$ cat src/cwr_pkg.sv
// shared constants and types for the clock watchdog / periodic timer block
package cwr_pkg;
  // register word addresses (byte address = 4 * index)
  localparam logic [3:0] CWR_IDX_PIC = 4'h0;
  localparam logic [3:0] CWR_IDX_PIF = 4'h1;
  localparam logic [3:0] CWR_IDX_WMC = 4'h2;
  localparam logic [3:0] CWR_IDX_WSV = 4'h3;
  localparam logic [3:0] CWR_IDX_SLOW = 4'h4;
  localparam logic [3:0] CWR_IDX_STAT = 4'h5;
  // periodic_irq_control fields
  localparam int CWR_PIC_IE = 7;
  localparam int CWR_PIC_SW = 6;
  localparam int CWR_PIC_SD = 5;
  localparam int CWR_PIC_BYP = 3;
  // periodic_irq_flag field
  localparam int CWR_PIF_FLAG = 7;
  // watchdog_monitor_control fields
  localparam int CWR_WMC_ME = 7;
  localparam int CWR_WMC_FME = 6;
  localparam int CWR_WMC_FMR = 5;
  localparam int CWR_WMC_FWR = 4;
  localparam int CWR_WMC_RS = 3;
  // reset values
  localparam logic [7:0] CWR_PIC_RST = 8'h00;
  localparam logic [7:0] CWR_WMC_RST = 8'h01;
  localparam logic [7:0] CWR_SLOW_RST = 8'h00;
  // service sequence bytes
  localparam logic [7:0] CWR_SEQ_FIRST = 8'h55;
  localparam logic [7:0] CWR_SEQ_SECOND = 8'haa;
  // prescaler widths (E divided by 2^13, bypass leaves 2 stages)
  localparam int CWR_PRE_BITS = 13;
  localparam int CWR_PRE_BYP_BITS = 2;
  localparam int CWR_CHAIN_BITS = 24;
  // service sequence state
  typedef enum logic {CWR_SEQ_IDLE, CWR_SEQ_ARMED} cwr_seq_t;
  // bus request carrier
  typedef struct packed {
    logic [3:0] idx;
    logic we;
    logic [7:0] wdata;
  } cwr_req_t;
endpackage

$ cat src/cwr_top.sv
// clock watchdog, periodic timer and monitor control with wishbone slave
// What this block does
// - bus clocks divided by two to the slow divisor; zero bypasses
// - slow divider applies only in wait mode
// - periodic request when flag set and enable one
// - stop-in-wait halts periodic timer and watchdog in wait; write-once normal
// - stop-in-debug halts both in debug; write-once normal, free special
// - bypass test bit special only; periodic chain then divides by four
// - rate zero off; codes one to seven divide by 2^13..2^19
// - flag set at period end; software writes one to clear
// - monitor enable arms clock reset; ignored while forced enable set
// - forced enable write-once normal, free special; set in normal, holds monitor on until reset
// - force-monitor-reset special only, if enabled, blocked by suppression
// - force-watchdog-reset special only, if enabled, blocked by suppression
// - suppression blocks all watchdog and monitor resets; special only
// - watchdog rate write-once normal; codes select 2^13..2^23
// - bypass skips all but last two prescaler stages
// - service writes 0x55 then 0xaa; address reads zero
// - any other byte to service address resets at once
// - expiry without service starts system reset
`timescale 1ns/1ps
`default_nettype none
module cwr_top
  import cwr_pkg::*;
(
  input wire logic ref_clk,
  input wire logic resetn,
  input wire logic wb_cyc_i,
  input wire logic wb_stb_i,
  input wire logic wb_we_i,
  input wire logic [5:0] wb_adr_i,
  input wire logic [3:0] wb_sel_i,
  input wire logic [31:0] wb_dat_i,
  output logic [31:0] wb_dat_o,
  output logic wb_ack_o,
  input wire logic specialMode,
  input wire logic waitMode,
  input wire logic debugActive,
  input wire logic clockFail,
  output logic busClkEn,
  output logic periodicInterrupt,
  output logic watchdogReset,
  output logic monitorReset,
  output logic monitorActive
);
  // pin synchronisers
  logic [1:0] specSync, waitSync, dbgSync, failSync;
  logic specM, waitM, dbgM, failM;

  always_ff @(posedge ref_clk or negedge resetn) begin
    if (!resetn) begin
      specSync <= 2'h0;
      waitSync <= 2'h0;
      dbgSync <= 2'h0;
      failSync <= 2'h0;
    end else begin
      specSync <= {specSync[0], specialMode};
      waitSync <= {waitSync[0], waitMode};
      dbgSync <= {dbgSync[0], debugActive};
      failSync <= {failSync[0], clockFail};
    end
  end
  assign specM = specSync[1];
  assign waitM = waitSync[1];
  assign dbgM = dbgSync[1];
  assign failM = failSync[1];

  // registers and state
  logic [7:0] picReg, wmcReg, slowReg;
  logic [7:0] next_picReg, next_wmcReg, next_slowReg;
  logic flag, next_flag;
  logic picWritten, next_picWritten;
  logic wmcWritten, next_wmcWritten;
  cwr_seq_t seqState, next_seqState;
  logic [CWR_CHAIN_BITS-1:0] rtiCnt, next_rtiCnt;
  logic [CWR_CHAIN_BITS-1:0] wdCnt, next_wdCnt;
  logic next_ack;
  logic [31:0] next_dat;
  logic next_wdRst, next_monRst;
  cwr_req_t req;

  function automatic logic [CWR_CHAIN_BITS-1:0] bitMask(input logic [4:0] n);
    bitMask = CWR_CHAIN_BITS'(({25'h0, 1'b1} << n) - 26'h1);
  endfunction

  cwr_slow_div u_slow (
    .ref_clk(ref_clk),
    .resetn(resetn),
    .slowDivisor(slowReg[2:0]),
    .waitMode(waitM),
    .busClkEn(busClkEn)
  );

  assign req.idx = wb_adr_i[5:2];
  assign req.we = wb_we_i;
  assign req.wdata = wb_dat_i[7:0];

  logic access, wrStb;
  logic timersRun;
  logic [4:0] rtiBits, wdBits;
  logic preBits;
  logic rtiTick, wdTick;
  logic monEnabled, wdEnabled;

  always_comb begin
    access = wb_cyc_i && wb_stb_i && !wb_ack_o;
    wrStb = access && req.we && wb_sel_i[0];
    timersRun = busClkEn && !(waitM && picReg[CWR_PIC_SW]) && !(dbgM && picReg[CWR_PIC_SD]);
    preBits = picReg[CWR_PIC_BYP];
    rtiBits = preBits ? 5'(CWR_PRE_BYP_BITS + picReg[2:0] - 3'h1)
                      : 5'(CWR_PRE_BITS - 1 + picReg[2:0]);
    case (wmcReg[2:0])
      3'h1: wdBits = 5'd0;
      3'h2: wdBits = 5'd2;
      3'h3: wdBits = 5'd4;
      3'h4: wdBits = 5'd6;
      3'h5: wdBits = 5'd8;
      3'h6: wdBits = 5'd9;
      3'h7: wdBits = 5'd10;
      default: wdBits = 5'd0;
    endcase
    wdBits = 5'(wdBits + (preBits ? CWR_PRE_BYP_BITS : CWR_PRE_BITS));
    rtiTick = (picReg[2:0] != 3'h0) && ((rtiCnt & bitMask(rtiBits)) == bitMask(rtiBits));
    wdEnabled = wmcReg[2:0] != 3'h0;
    wdTick = wdEnabled && ((wdCnt & bitMask(wdBits)) == bitMask(wdBits));
    monEnabled = wmcReg[CWR_WMC_FME] || wmcReg[CWR_WMC_ME];
  end

  always_comb begin
    next_picReg = picReg;
    next_wmcReg = wmcReg;
    next_slowReg = slowReg;
    next_flag = flag;
    next_picWritten = picWritten;
    next_wmcWritten = wmcWritten;
    next_seqState = seqState;
    next_rtiCnt = rtiCnt;
    next_wdCnt = wdCnt;
    next_ack = access;
    next_dat = 32'h0;
    next_wdRst = 1'b0;
    next_monRst = 1'b0;
    if (access && !req.we) begin
      case (req.idx)
        CWR_IDX_PIC: next_dat = {24'h0, picReg};
        CWR_IDX_PIF: next_dat = {24'h0, flag, 7'h00};
        CWR_IDX_WMC: next_dat = {24'h0, wmcReg};
        CWR_IDX_WSV: next_dat = 32'h0;
        CWR_IDX_SLOW: next_dat = {29'h0, slowReg[2:0]};
        CWR_IDX_STAT: next_dat = {28'h0, monEnabled, seqState == CWR_SEQ_ARMED, timersRun, specM};
        default: next_dat = 32'h0;
      endcase
    end
    if (timersRun) begin
      next_rtiCnt = (picReg[2:0] == 3'h0) ? '0 : CWR_CHAIN_BITS'(rtiCnt + 1'b1);
      next_wdCnt = wdEnabled ? CWR_CHAIN_BITS'(wdCnt + 1'b1) : '0;
      if (rtiTick) begin
        next_rtiCnt = '0;
      end
      if (wdTick) begin
        next_wdRst = 1'b1;
      end
    end
    if (wrStb) begin
      case (req.idx)
        CWR_IDX_PIC: begin
          next_picReg[CWR_PIC_IE] = req.wdata[CWR_PIC_IE];
          next_picReg[2:0] = req.wdata[2:0];
          if (specM || !picWritten) begin
            next_picReg[CWR_PIC_SW] = req.wdata[CWR_PIC_SW];
            next_picReg[CWR_PIC_SD] = req.wdata[CWR_PIC_SD];
          end
          if (specM) begin
            next_picReg[CWR_PIC_BYP] = req.wdata[CWR_PIC_BYP];
          end
          // only a normal-mode write uses up the single write
          next_picWritten = picWritten || !specM;
        end
        CWR_IDX_PIF: if (req.wdata[CWR_PIF_FLAG]) next_flag = 1'b0;
        CWR_IDX_WMC: begin
          next_wmcReg[CWR_WMC_ME] = req.wdata[CWR_WMC_ME];
          if (specM || !wmcWritten) begin
            next_wmcReg[CWR_WMC_FME] = req.wdata[CWR_WMC_FME];
            next_wmcReg[2:0] = req.wdata[2:0];
          end
          if (specM) begin
            next_wmcReg[CWR_WMC_RS] = req.wdata[CWR_WMC_RS];
            next_monRst = req.wdata[CWR_WMC_FMR] && monEnabled;
            next_wdRst = next_wdRst || (req.wdata[CWR_WMC_FWR] && wdEnabled);
          end
          // only a normal-mode write uses up the single write
          next_wmcWritten = wmcWritten || !specM;
        end
        CWR_IDX_WSV: begin
          if (req.wdata == CWR_SEQ_FIRST) begin
            next_seqState = CWR_SEQ_ARMED;
          end else if (req.wdata == CWR_SEQ_SECOND) begin
            if (seqState == CWR_SEQ_ARMED) begin
              next_wdCnt = '0;
              next_wdRst = 1'b0;
            end
            next_seqState = CWR_SEQ_IDLE;
          end else begin
            next_wdRst = 1'b1;
            next_seqState = CWR_SEQ_IDLE;
          end
        end
        CWR_IDX_SLOW: next_slowReg = {5'h00, req.wdata[2:0]};
        default: ;
      endcase
    end
    if (timersRun && rtiTick) begin
      next_flag = 1'b1;
    end
    if (failM && monEnabled) begin
      next_monRst = 1'b1;
    end
    if (wmcReg[CWR_WMC_RS]) begin
      next_wdRst = 1'b0;
      next_monRst = 1'b0;
    end
  end

  always_ff @(posedge ref_clk or negedge resetn) begin
    if (!resetn) begin
      picReg <= CWR_PIC_RST;
      wmcReg <= CWR_WMC_RST;
      slowReg <= CWR_SLOW_RST;
      flag <= 1'b0;
      picWritten <= 1'b0;
      wmcWritten <= 1'b0;
      seqState <= CWR_SEQ_IDLE;
      rtiCnt <= '0;
      wdCnt <= '0;
      wb_ack_o <= 1'b0;
      wb_dat_o <= 32'h0;
      watchdogReset <= 1'b0;
      monitorReset <= 1'b0;
    end else begin
      picReg <= next_picReg;
      wmcReg <= next_wmcReg;
      slowReg <= next_slowReg;
      flag <= next_flag;
      picWritten <= next_picWritten;
      wmcWritten <= next_wmcWritten;
      seqState <= next_seqState;
      rtiCnt <= next_rtiCnt;
      wdCnt <= next_wdCnt;
      wb_ack_o <= next_ack;
      wb_dat_o <= next_dat;
      watchdogReset <= next_wdRst;
      monitorReset <= next_monRst;
    end
  end

  assign periodicInterrupt = flag && picReg[CWR_PIC_IE];
  assign monitorActive = monEnabled;
endmodule
`default_nettype wire

$ cat src/cwr_slow_div.sv
// wait-mode slow clock divider producing a bus clock enable
`timescale 1ns/1ps
`default_nettype none
module cwr_slow_div
  import cwr_pkg::*;
(
  input wire logic ref_clk,
  input wire logic resetn,
  input wire logic [2:0] slowDivisor,
  input wire logic waitMode,
  output logic busClkEn
);
  logic [6:0] divCnt;
  logic [6:0] next_divCnt;
  logic [6:0] divMask;

  always_comb begin
    divMask = 7'(({7'h00, 1'b1} << slowDivisor) - 8'h01);
    next_divCnt = 7'h00;
    busClkEn = 1'b1;
    if (waitMode && slowDivisor != 3'h0) begin
      busClkEn = ((divCnt & divMask) == divMask);
      next_divCnt = 7'(divCnt + 7'h01);
    end
  end

  always_ff @(posedge ref_clk or negedge resetn) begin
    if (!resetn) begin
      divCnt <= 7'h00;
    end else begin
      divCnt <= next_divCnt;
    end
  end
endmodule
`default_nettype wire

$ cat config.mk
export PLATFORM = sky130hd
export DESIGN_NAME = cwr_top
export DESIGN_NICKNAME = d
export VERILOG_FILES = /design/src/cwr_pkg.sv /design/src/cwr_top.sv /design/src/cwr_slow_div.sv
export SDC_FILE = /design/constraint.sdc
export NUM_CORES = 1
export LEC_CHECK = 0
export BUFFER_PORTS_ARGS = -buffer_cell sky130_fd_sc_hd__buf_2
export CORE_MARGIN = 3
export CORE_UTILIZATION = 40
export CTS_CLUSTER_SIZE = 16
export DETAILED_ROUTE_END_ITERATION = 10
export PLACE_DENSITY = 0.63
export SYNTH_ARGS = -nofsm -noshare
export SYNTH_HDL_FRONTEND = slang
export SYNTH_HIERARCHICAL = 1
export SYNTH_SLANG_ARGS = --single-unit
$ cat constraint.sdc
create_clock -name ref_clk -period 3.78 [get_ports ref_clk]
set_input_delay 0.378 -clock ref_clk [delete_from_list [all_inputs] [get_ports ref_clk]]
set_output_delay 0.378 -clock ref_clk [all_outputs]
set_load 0.01 [all_outputs]
Yosys cells after proc, flatten, opt, wreduce, memory -nomap -nowiden --
Cells that the tools add are included.
Storage, ports and cells: bits in registers 118, input port bits 51, output and inout bits 38, logic and storage cells 136
Operators by class: $add $sub $neg 10, equal/unequal tests 16, shifts and indexed selects 3, multiplexer cells 35, bitwise gates (word level) 3, reductions and logical operators 47
Operator list (count):
- 24-bit 2-to-1 mux | 9
- 24-bit by 1-bit adder with 24-bit output (second input constant) | 2
- 24-bit AND | 2
- 24-bit equality test | 2
- 1-bit by 5-bit left shift with 24-bit output (first input constant) | 2
- 24-bit by 1-bit subtractor with 24-bit output (second input constant) | 2
- 8-bit one-hot mux with 5 select lines | 1
- 32-bit 2-to-1 mux | 1
- 4-bit one-hot mux with 6 select lines | 1
- 1-bit 2-to-1 mux | 19
- 1-bit logical AND | 17
- 3-bit AND reduction | 5
- 3-bit equality test (second input constant) | 4
- 3-bit nonzero test | 3
- 4-bit by 2-bit equality test with 1-bit output (second input constant) | 2
- 4-bit by 3-bit equality test with 1-bit output (second input constant) | 2
- 8-bit by 7-bit equality test with 1-bit output (second input constant) | 1
- 8-bit equality test (second input constant) | 1
- 2-bit AND reduction | 4
- 7-bit by 1-bit adder with 7-bit output (second input constant) | 1
- 7-bit AND | 1
- 7-bit equality test | 1
- 1-bit zero test | 7
- 7-bit 2-to-1 mux | 1
- 15 further kinds | 23

Depth between registers and ports, before layout --
word-level depth 16, depth in mapped cells 20, depth with buffers taken out 18

Modules after synthesis --
Netlist, hierarchy kept.
By module, submodules not included:
- cwr_top | instances 1, cells an instance 715, area each 6083.3 sq um, seq. area each 2128.3 sq um
- cwr_slow_div | instances 1, cells an instance 48, area each 447.9 sq um, seq. area each 175.2 sq um

Worst setup path before layout --
OpenSTA, ideal clock, no wires.
path kind register to register, start register wmcReg[0], end register watchdogReset, setup time 0.110 ns, arrival 3.830 ns, data required time 3.670 ns, slack -0.160 ns, stages on the path, launching flop included 19, buffers on the path 1, period minus slack after synthesis 3.940 ns, cell sequence dfstp_2 nand2b_1 nand3_1 o21a_1 inv_1 ha_1 a21o_1 a21oi_1 xnor2_1 clkbuf_1 nand4_1 ha_1 nor2_1 a211oi_1 o21ai_0 or3_1 nor4_1 o2111ai_1 o41ai_1
On the way: word-level cells in the longest chain between the ends 16, elaborated cells between the ends (all ways) 25, classes of those cells 2 x add/sub; 7 x eq/ne; 1 x shift; 10 x mux; 1 x bitwise; 4 x reduce/logical
RTL lines:
- from (decl) | RTL line cwr_top.sv:69 | logic [7:0] picReg, wmcReg, slowReg;
- from (signal assigned) | RTL line cwr_top.sv:241 | wmcReg <= next_wmcReg;
- 3-bit equality test / 3-bit by 2-bit equality test with 1-bit output (equally long branches) | RTL line cwr_top.sv:112 | case (wmcReg[2:0])
- 4-bit one-hot mux with 6 select lines | RTL line cwr_top.sv:112
- 5-bit by 4-bit adder with 5-bit output | RTL line cwr_top.sv:122 | wdBits = 5'(wdBits + (preBits ? CWR_PRE_BYP_BITS : CWR_PRE_BITS));
- 1-bit by 5-bit left shift with 24-bit output | RTL line cwr_top.sv:83 | bitMask = CWR_CHAIN_BITS'(({25'h0, 1'b1} << n) - 26'h1);
- 24-bit by 1-bit subtractor with 24-bit output | RTL line cwr_top.sv:83
- 24-bit AND | RTL line cwr_top.sv:125 | wdTick = wdEnabled && ((wdCnt & bitMask(wdBits)) == bitMask(wdBits));
- 24-bit equality test | RTL line cwr_top.sv:125
- 1-bit logical AND | RTL line cwr_top.sv:125
- 1-bit 2-to-1 mux | RTL line cwr_top.sv:160 | if (wdTick) begin
- 1-bit 2-to-1 mux | RTL line cwr_top.sv:154 | if (timersRun) begin
- 1-bit 2-to-1 mux | RTL line cwr_top.sv:198 | if (seqState == CWR_SEQ_ARMED) begin
- 1-bit 2-to-1 mux | RTL line cwr_top.sv:197 | end else if (req.wdata == CWR_SEQ_SECOND) begin
- 1-bit 2-to-1 mux | RTL line cwr_top.sv:195 | if (req.wdata == CWR_SEQ_FIRST) begin
- 1-bit one-hot mux with 2 select lines | RTL line cwr_top.sv:165 | case (req.idx)
- 1-bit 2-to-1 mux * | RTL line cwr_top.sv:164 | if (wrStb) begin
- 1-bit 2-to-1 mux * | RTL line cwr_top.sv:218 | if (wmcReg[CWR_WMC_RS]) begin
- via next_wdRst | RTL line cwr_top.sv:79 | logic next_wdRst, next_monRst;
- to (signal assigned) | RTL line cwr_top.sv:251 | watchdogReset <= next_wdRst;
- to (decl) | RTL line cwr_top.sv:42 | output logic watchdogReset,
Mark *: on every way through the listed nets, which the timed path passes. The rest lies on a longest branch. A chain may end at the register's enable or synchronous reset.

Worst setup path in the final report --
Ends and elaborated chain as after synthesis.

==> results.sh <==
export IMPL_status="complete, no violations"
export IMPL_grt_start_max_net_pins=70
export IMPL_yosysSeqAreaShare_pct=35.3
export IMPL_place_gp_congestion=0.935
export IMPL_async_reset_ff_share_pct=100
export IMPL_portBuffers=34
export IMPL_htree_levels=3
export IMPL_start_util_pct=41.0
export IMPL_final_max_slew_viol_count=0
export IMPL_grt_pass1_wl_um=27400
export IMPL_clkTransAtPathRegs_ps=70
export IMPL_p_per_area_nw_per_um2=373
export IMPL_reg2reg_slack_ps=190
export IMPL_hold_depth=1
export IMPL_timing_rr_end="watchdogReset"
export IMPL_clk_latency_ps=350
export IMPL_holdWs_ps=132
export IMPL_overflow=0
export IMPL_syn_inst=763
export IMPL_firstDrtPassIters=4
export IMPL_p_leak_uw=0.00318
export IMPL_clock_skew_ps=8.32
export IMPL_row_count=46
export IMPL_dr_total_vias=5760
export IMPL_cts_tree="yes"
export IMPL_hp_class="input port to flip-flop"
export IMPL_die_w_um=134
export IMPL_worstRegToRegCells=17
export IMPL_critPathArrivalTime_ps=3830
export IMPL_track_usage_pct=18.7
export IMPL_grt_pass1_vias=5388
export IMPL_wire_per_inst_um=16.0
export IMPL_synth_edf_count=0
export IMPL_critPathMaxFanout=3
export IMPL_worst_pin_slew_ps=870
export IMPL_ys_ff_latch=92
export IMPL_crit_path_end_kind="flip-flop"
export IMPL_design_core_area_um2=15900
export IMPL_slew_headroom_pct=42.0
export IMPL_antenna_found_initial=0
export IMPL_r2r_start="wmcReg[0]"
export IMPL_n_antenna_cell=0
export IMPL_maxCapViolCount=0
export IMPL_vias_per_cell=5.57
export IMPL_ys_warn_count=6
export IMPL_fin_crit_sh_pct=94.9
export IMPL_drive_gt1_share_pct=19.9
export IMPL_crit_slowest_cell="dfstp_2"
export IMPL_dieArea_um2=17900
export IMPL_synth_ff_type="dfrtp_1"
export IMPL_critPathRequiredTime_ps=4020
export IMPL_dp_slack_ps=66.5
export IMPL_drtIter0Drc=392
export IMPL_area_growth_pct=14.0
export IMPL_cts_buffers=9
export IMPL_mostFrequentLayoutCell="dfrtp_1"
export IMPL_ys_types=88
export IMPL_cp_common_cell="nor2_2"
export IMPL_io_pins=89
export IMPL_cts_buffer_depth=2
export IMPL_cpPeakStageDelay_ps=540
export IMPL_vdd_drop_max_mv=0.397
export IMPL_post_route_drc_count=0
export IMPL_synth_area_um2=6530
export IMPL_setup_ws_ps=193
export IMPL_nNetsFinal=877
export IMPL_cts_sinks=92
export IMPL_whs_endpoint="failSync[0]"
export IMPL_cts_root_buf="clkbuf_16"
export IMPL_period_needed_ps=3590
export IMPL_layout_common_cells="dfrtp_1, nand2_1, nor2_1"
export IMPL_hold_buffers=0
export IMPL_n_fill_cell=1543
export IMPL_ant_nets=0
export IMPL_fp_dieH_um=134
export IMPL_fmax_mhz=279
export IMPL_finalWirelength_um=16500
export IMPL_setup_viol=0
export IMPL_path_cells="nand2b_4 > nand3_2 > o21a_1 > fa_2 > nor2_2 > a2bb2oi_2 > or2_1 > nor2_2 > nand2_2 > ha_4 > nor2_2 > a211oi_2 > o21ai_1 > or3_1 > nor4_2 > o2111ai_2 > o41ai_2"
export IMPL_cp_start_kind="flip-flop"
export IMPL_hpwl_um=11800
export IMPL_hp_start="clockFail"
export IMPL_hold_violations=0
export IMPL_synth_avg_cell_area_um2=8.56
export IMPL_crit_type="flip-flop to flip-flop"
==> where the power goes <==
part | internal [uW] | total [uW] | switching, uW
clock | 548 | 933 | 385
sequential | 1050 | 1140 | 88.6
combinational | 267 | 707 | 441
==> area by class of cell <==
class                   count  area (um2)  share of cell area, %
clock inverters             5        60.1                  0.807
flip-flops and latches     92        2300                   31.0
multi-input cells         603        3950                   53.0
repair buffers             77         495                   6.65
inverters                  30         115                   1.55
clock buffers              11         253                   3.39
well taps                 216         270                   3.63
==> worst max-delay path: cells and delay by family, from the launching register on <==
kind	cells	cell delay, ps
and+or+nand+nor	9	1380
DFF	1	540
AOI/OAI and AO/OA	6	890
adders and majority gates	2	680
==> synthesized netlist by cell type (13+ instances only) <==
cell      instances  area share (%)
dfrtp_1          91              35
nand2_1          76             4.4
xnor2_1          15             2.0
buf_4            27             3.1
inv_1            28             1.6
nand3_1          41             3.1
nand2b_1         17             1.6
clkbuf_1         19             1.1
and3_1           18             1.7
xor2_1           19             2.5
o21ai_0          35             2.7
a31oi_1          13             1.2
nor3_1           21             1.6
mux2_2           14             2.4
nor2_1           74             4.3
a21oi_1          30             2.3
==> registers in the layout, summed over array words and instances, names as in the netlist, 3 cells and up <==
signal	cells
rtiCnt	23
wmcReg	6
slowReg	3
wdCnt	24
u_slow/divCnt	7
picReg	7
wb_dat_o	7
==> worst max path at each step <==
stage | cells past startpoint | startpoint | endpoint
after floorplan | 20 | picReg[3] | watchdogReset
final | 17 | wmcReg[0] | watchdogReset
after global routing | 17 | wmcReg[0] | watchdogReset
after CTS | 17 | wmcReg[0] | watchdogReset
after detailed placement | 17 | wmcReg[0] | watchdogReset
after global placement | 17 | wmcReg[0] | watchdogReset
==> cells by family after synthesis <==
logic type                 count (synthesis)  share of synthesized area [%]
buffers and inverters                     92                           7.62
and+or+nand+nor                          333                           26.5
other                                      1                         0.0574
AOI/OAI and AO/OA                        180                           20.3
adders and majority gates                 13                           2.61
DFF                                       92                           35.3
xor gates and xnor gates                  34                           4.56
muxes                                     18                           3.03
==> repair_timing <==
item	CTS	global route
buffers inserted	0	7
endpoints found under the setup margin	0	6
resized for setup	0	23
hold endpoints to repair	0	0
==> metrics by stage <==
step / TNS [ps] / power (uW) / utilization [%] / cell area, um2 / instances
6_report: 0 / 2780 / 46.7 / 7450 / 1034
5_1_grt: -19.0 / 2940 / 46.7 / 7450 / 1034
4_1_cts: 0 / 2780 / 45.6 / 7270 / 1027
3_5_place_dp: 0 / 1830 / 43.7 / 6960 / 1011
3_3_place_gp: 0 / 1830 / 43.7 / 6960 / 1011
2_1_floorplan: 0 / 1640 / - / 6640 / 787
==> routing by layer <==
layer	share of wire [%]	GRT usage [%]
met4	1.8	5.83
met2	48	29.9
met3	5.0	3.86
met5	0	0
met1	45	25.6
Note: power is estimated with default switching activity, not from simulation.
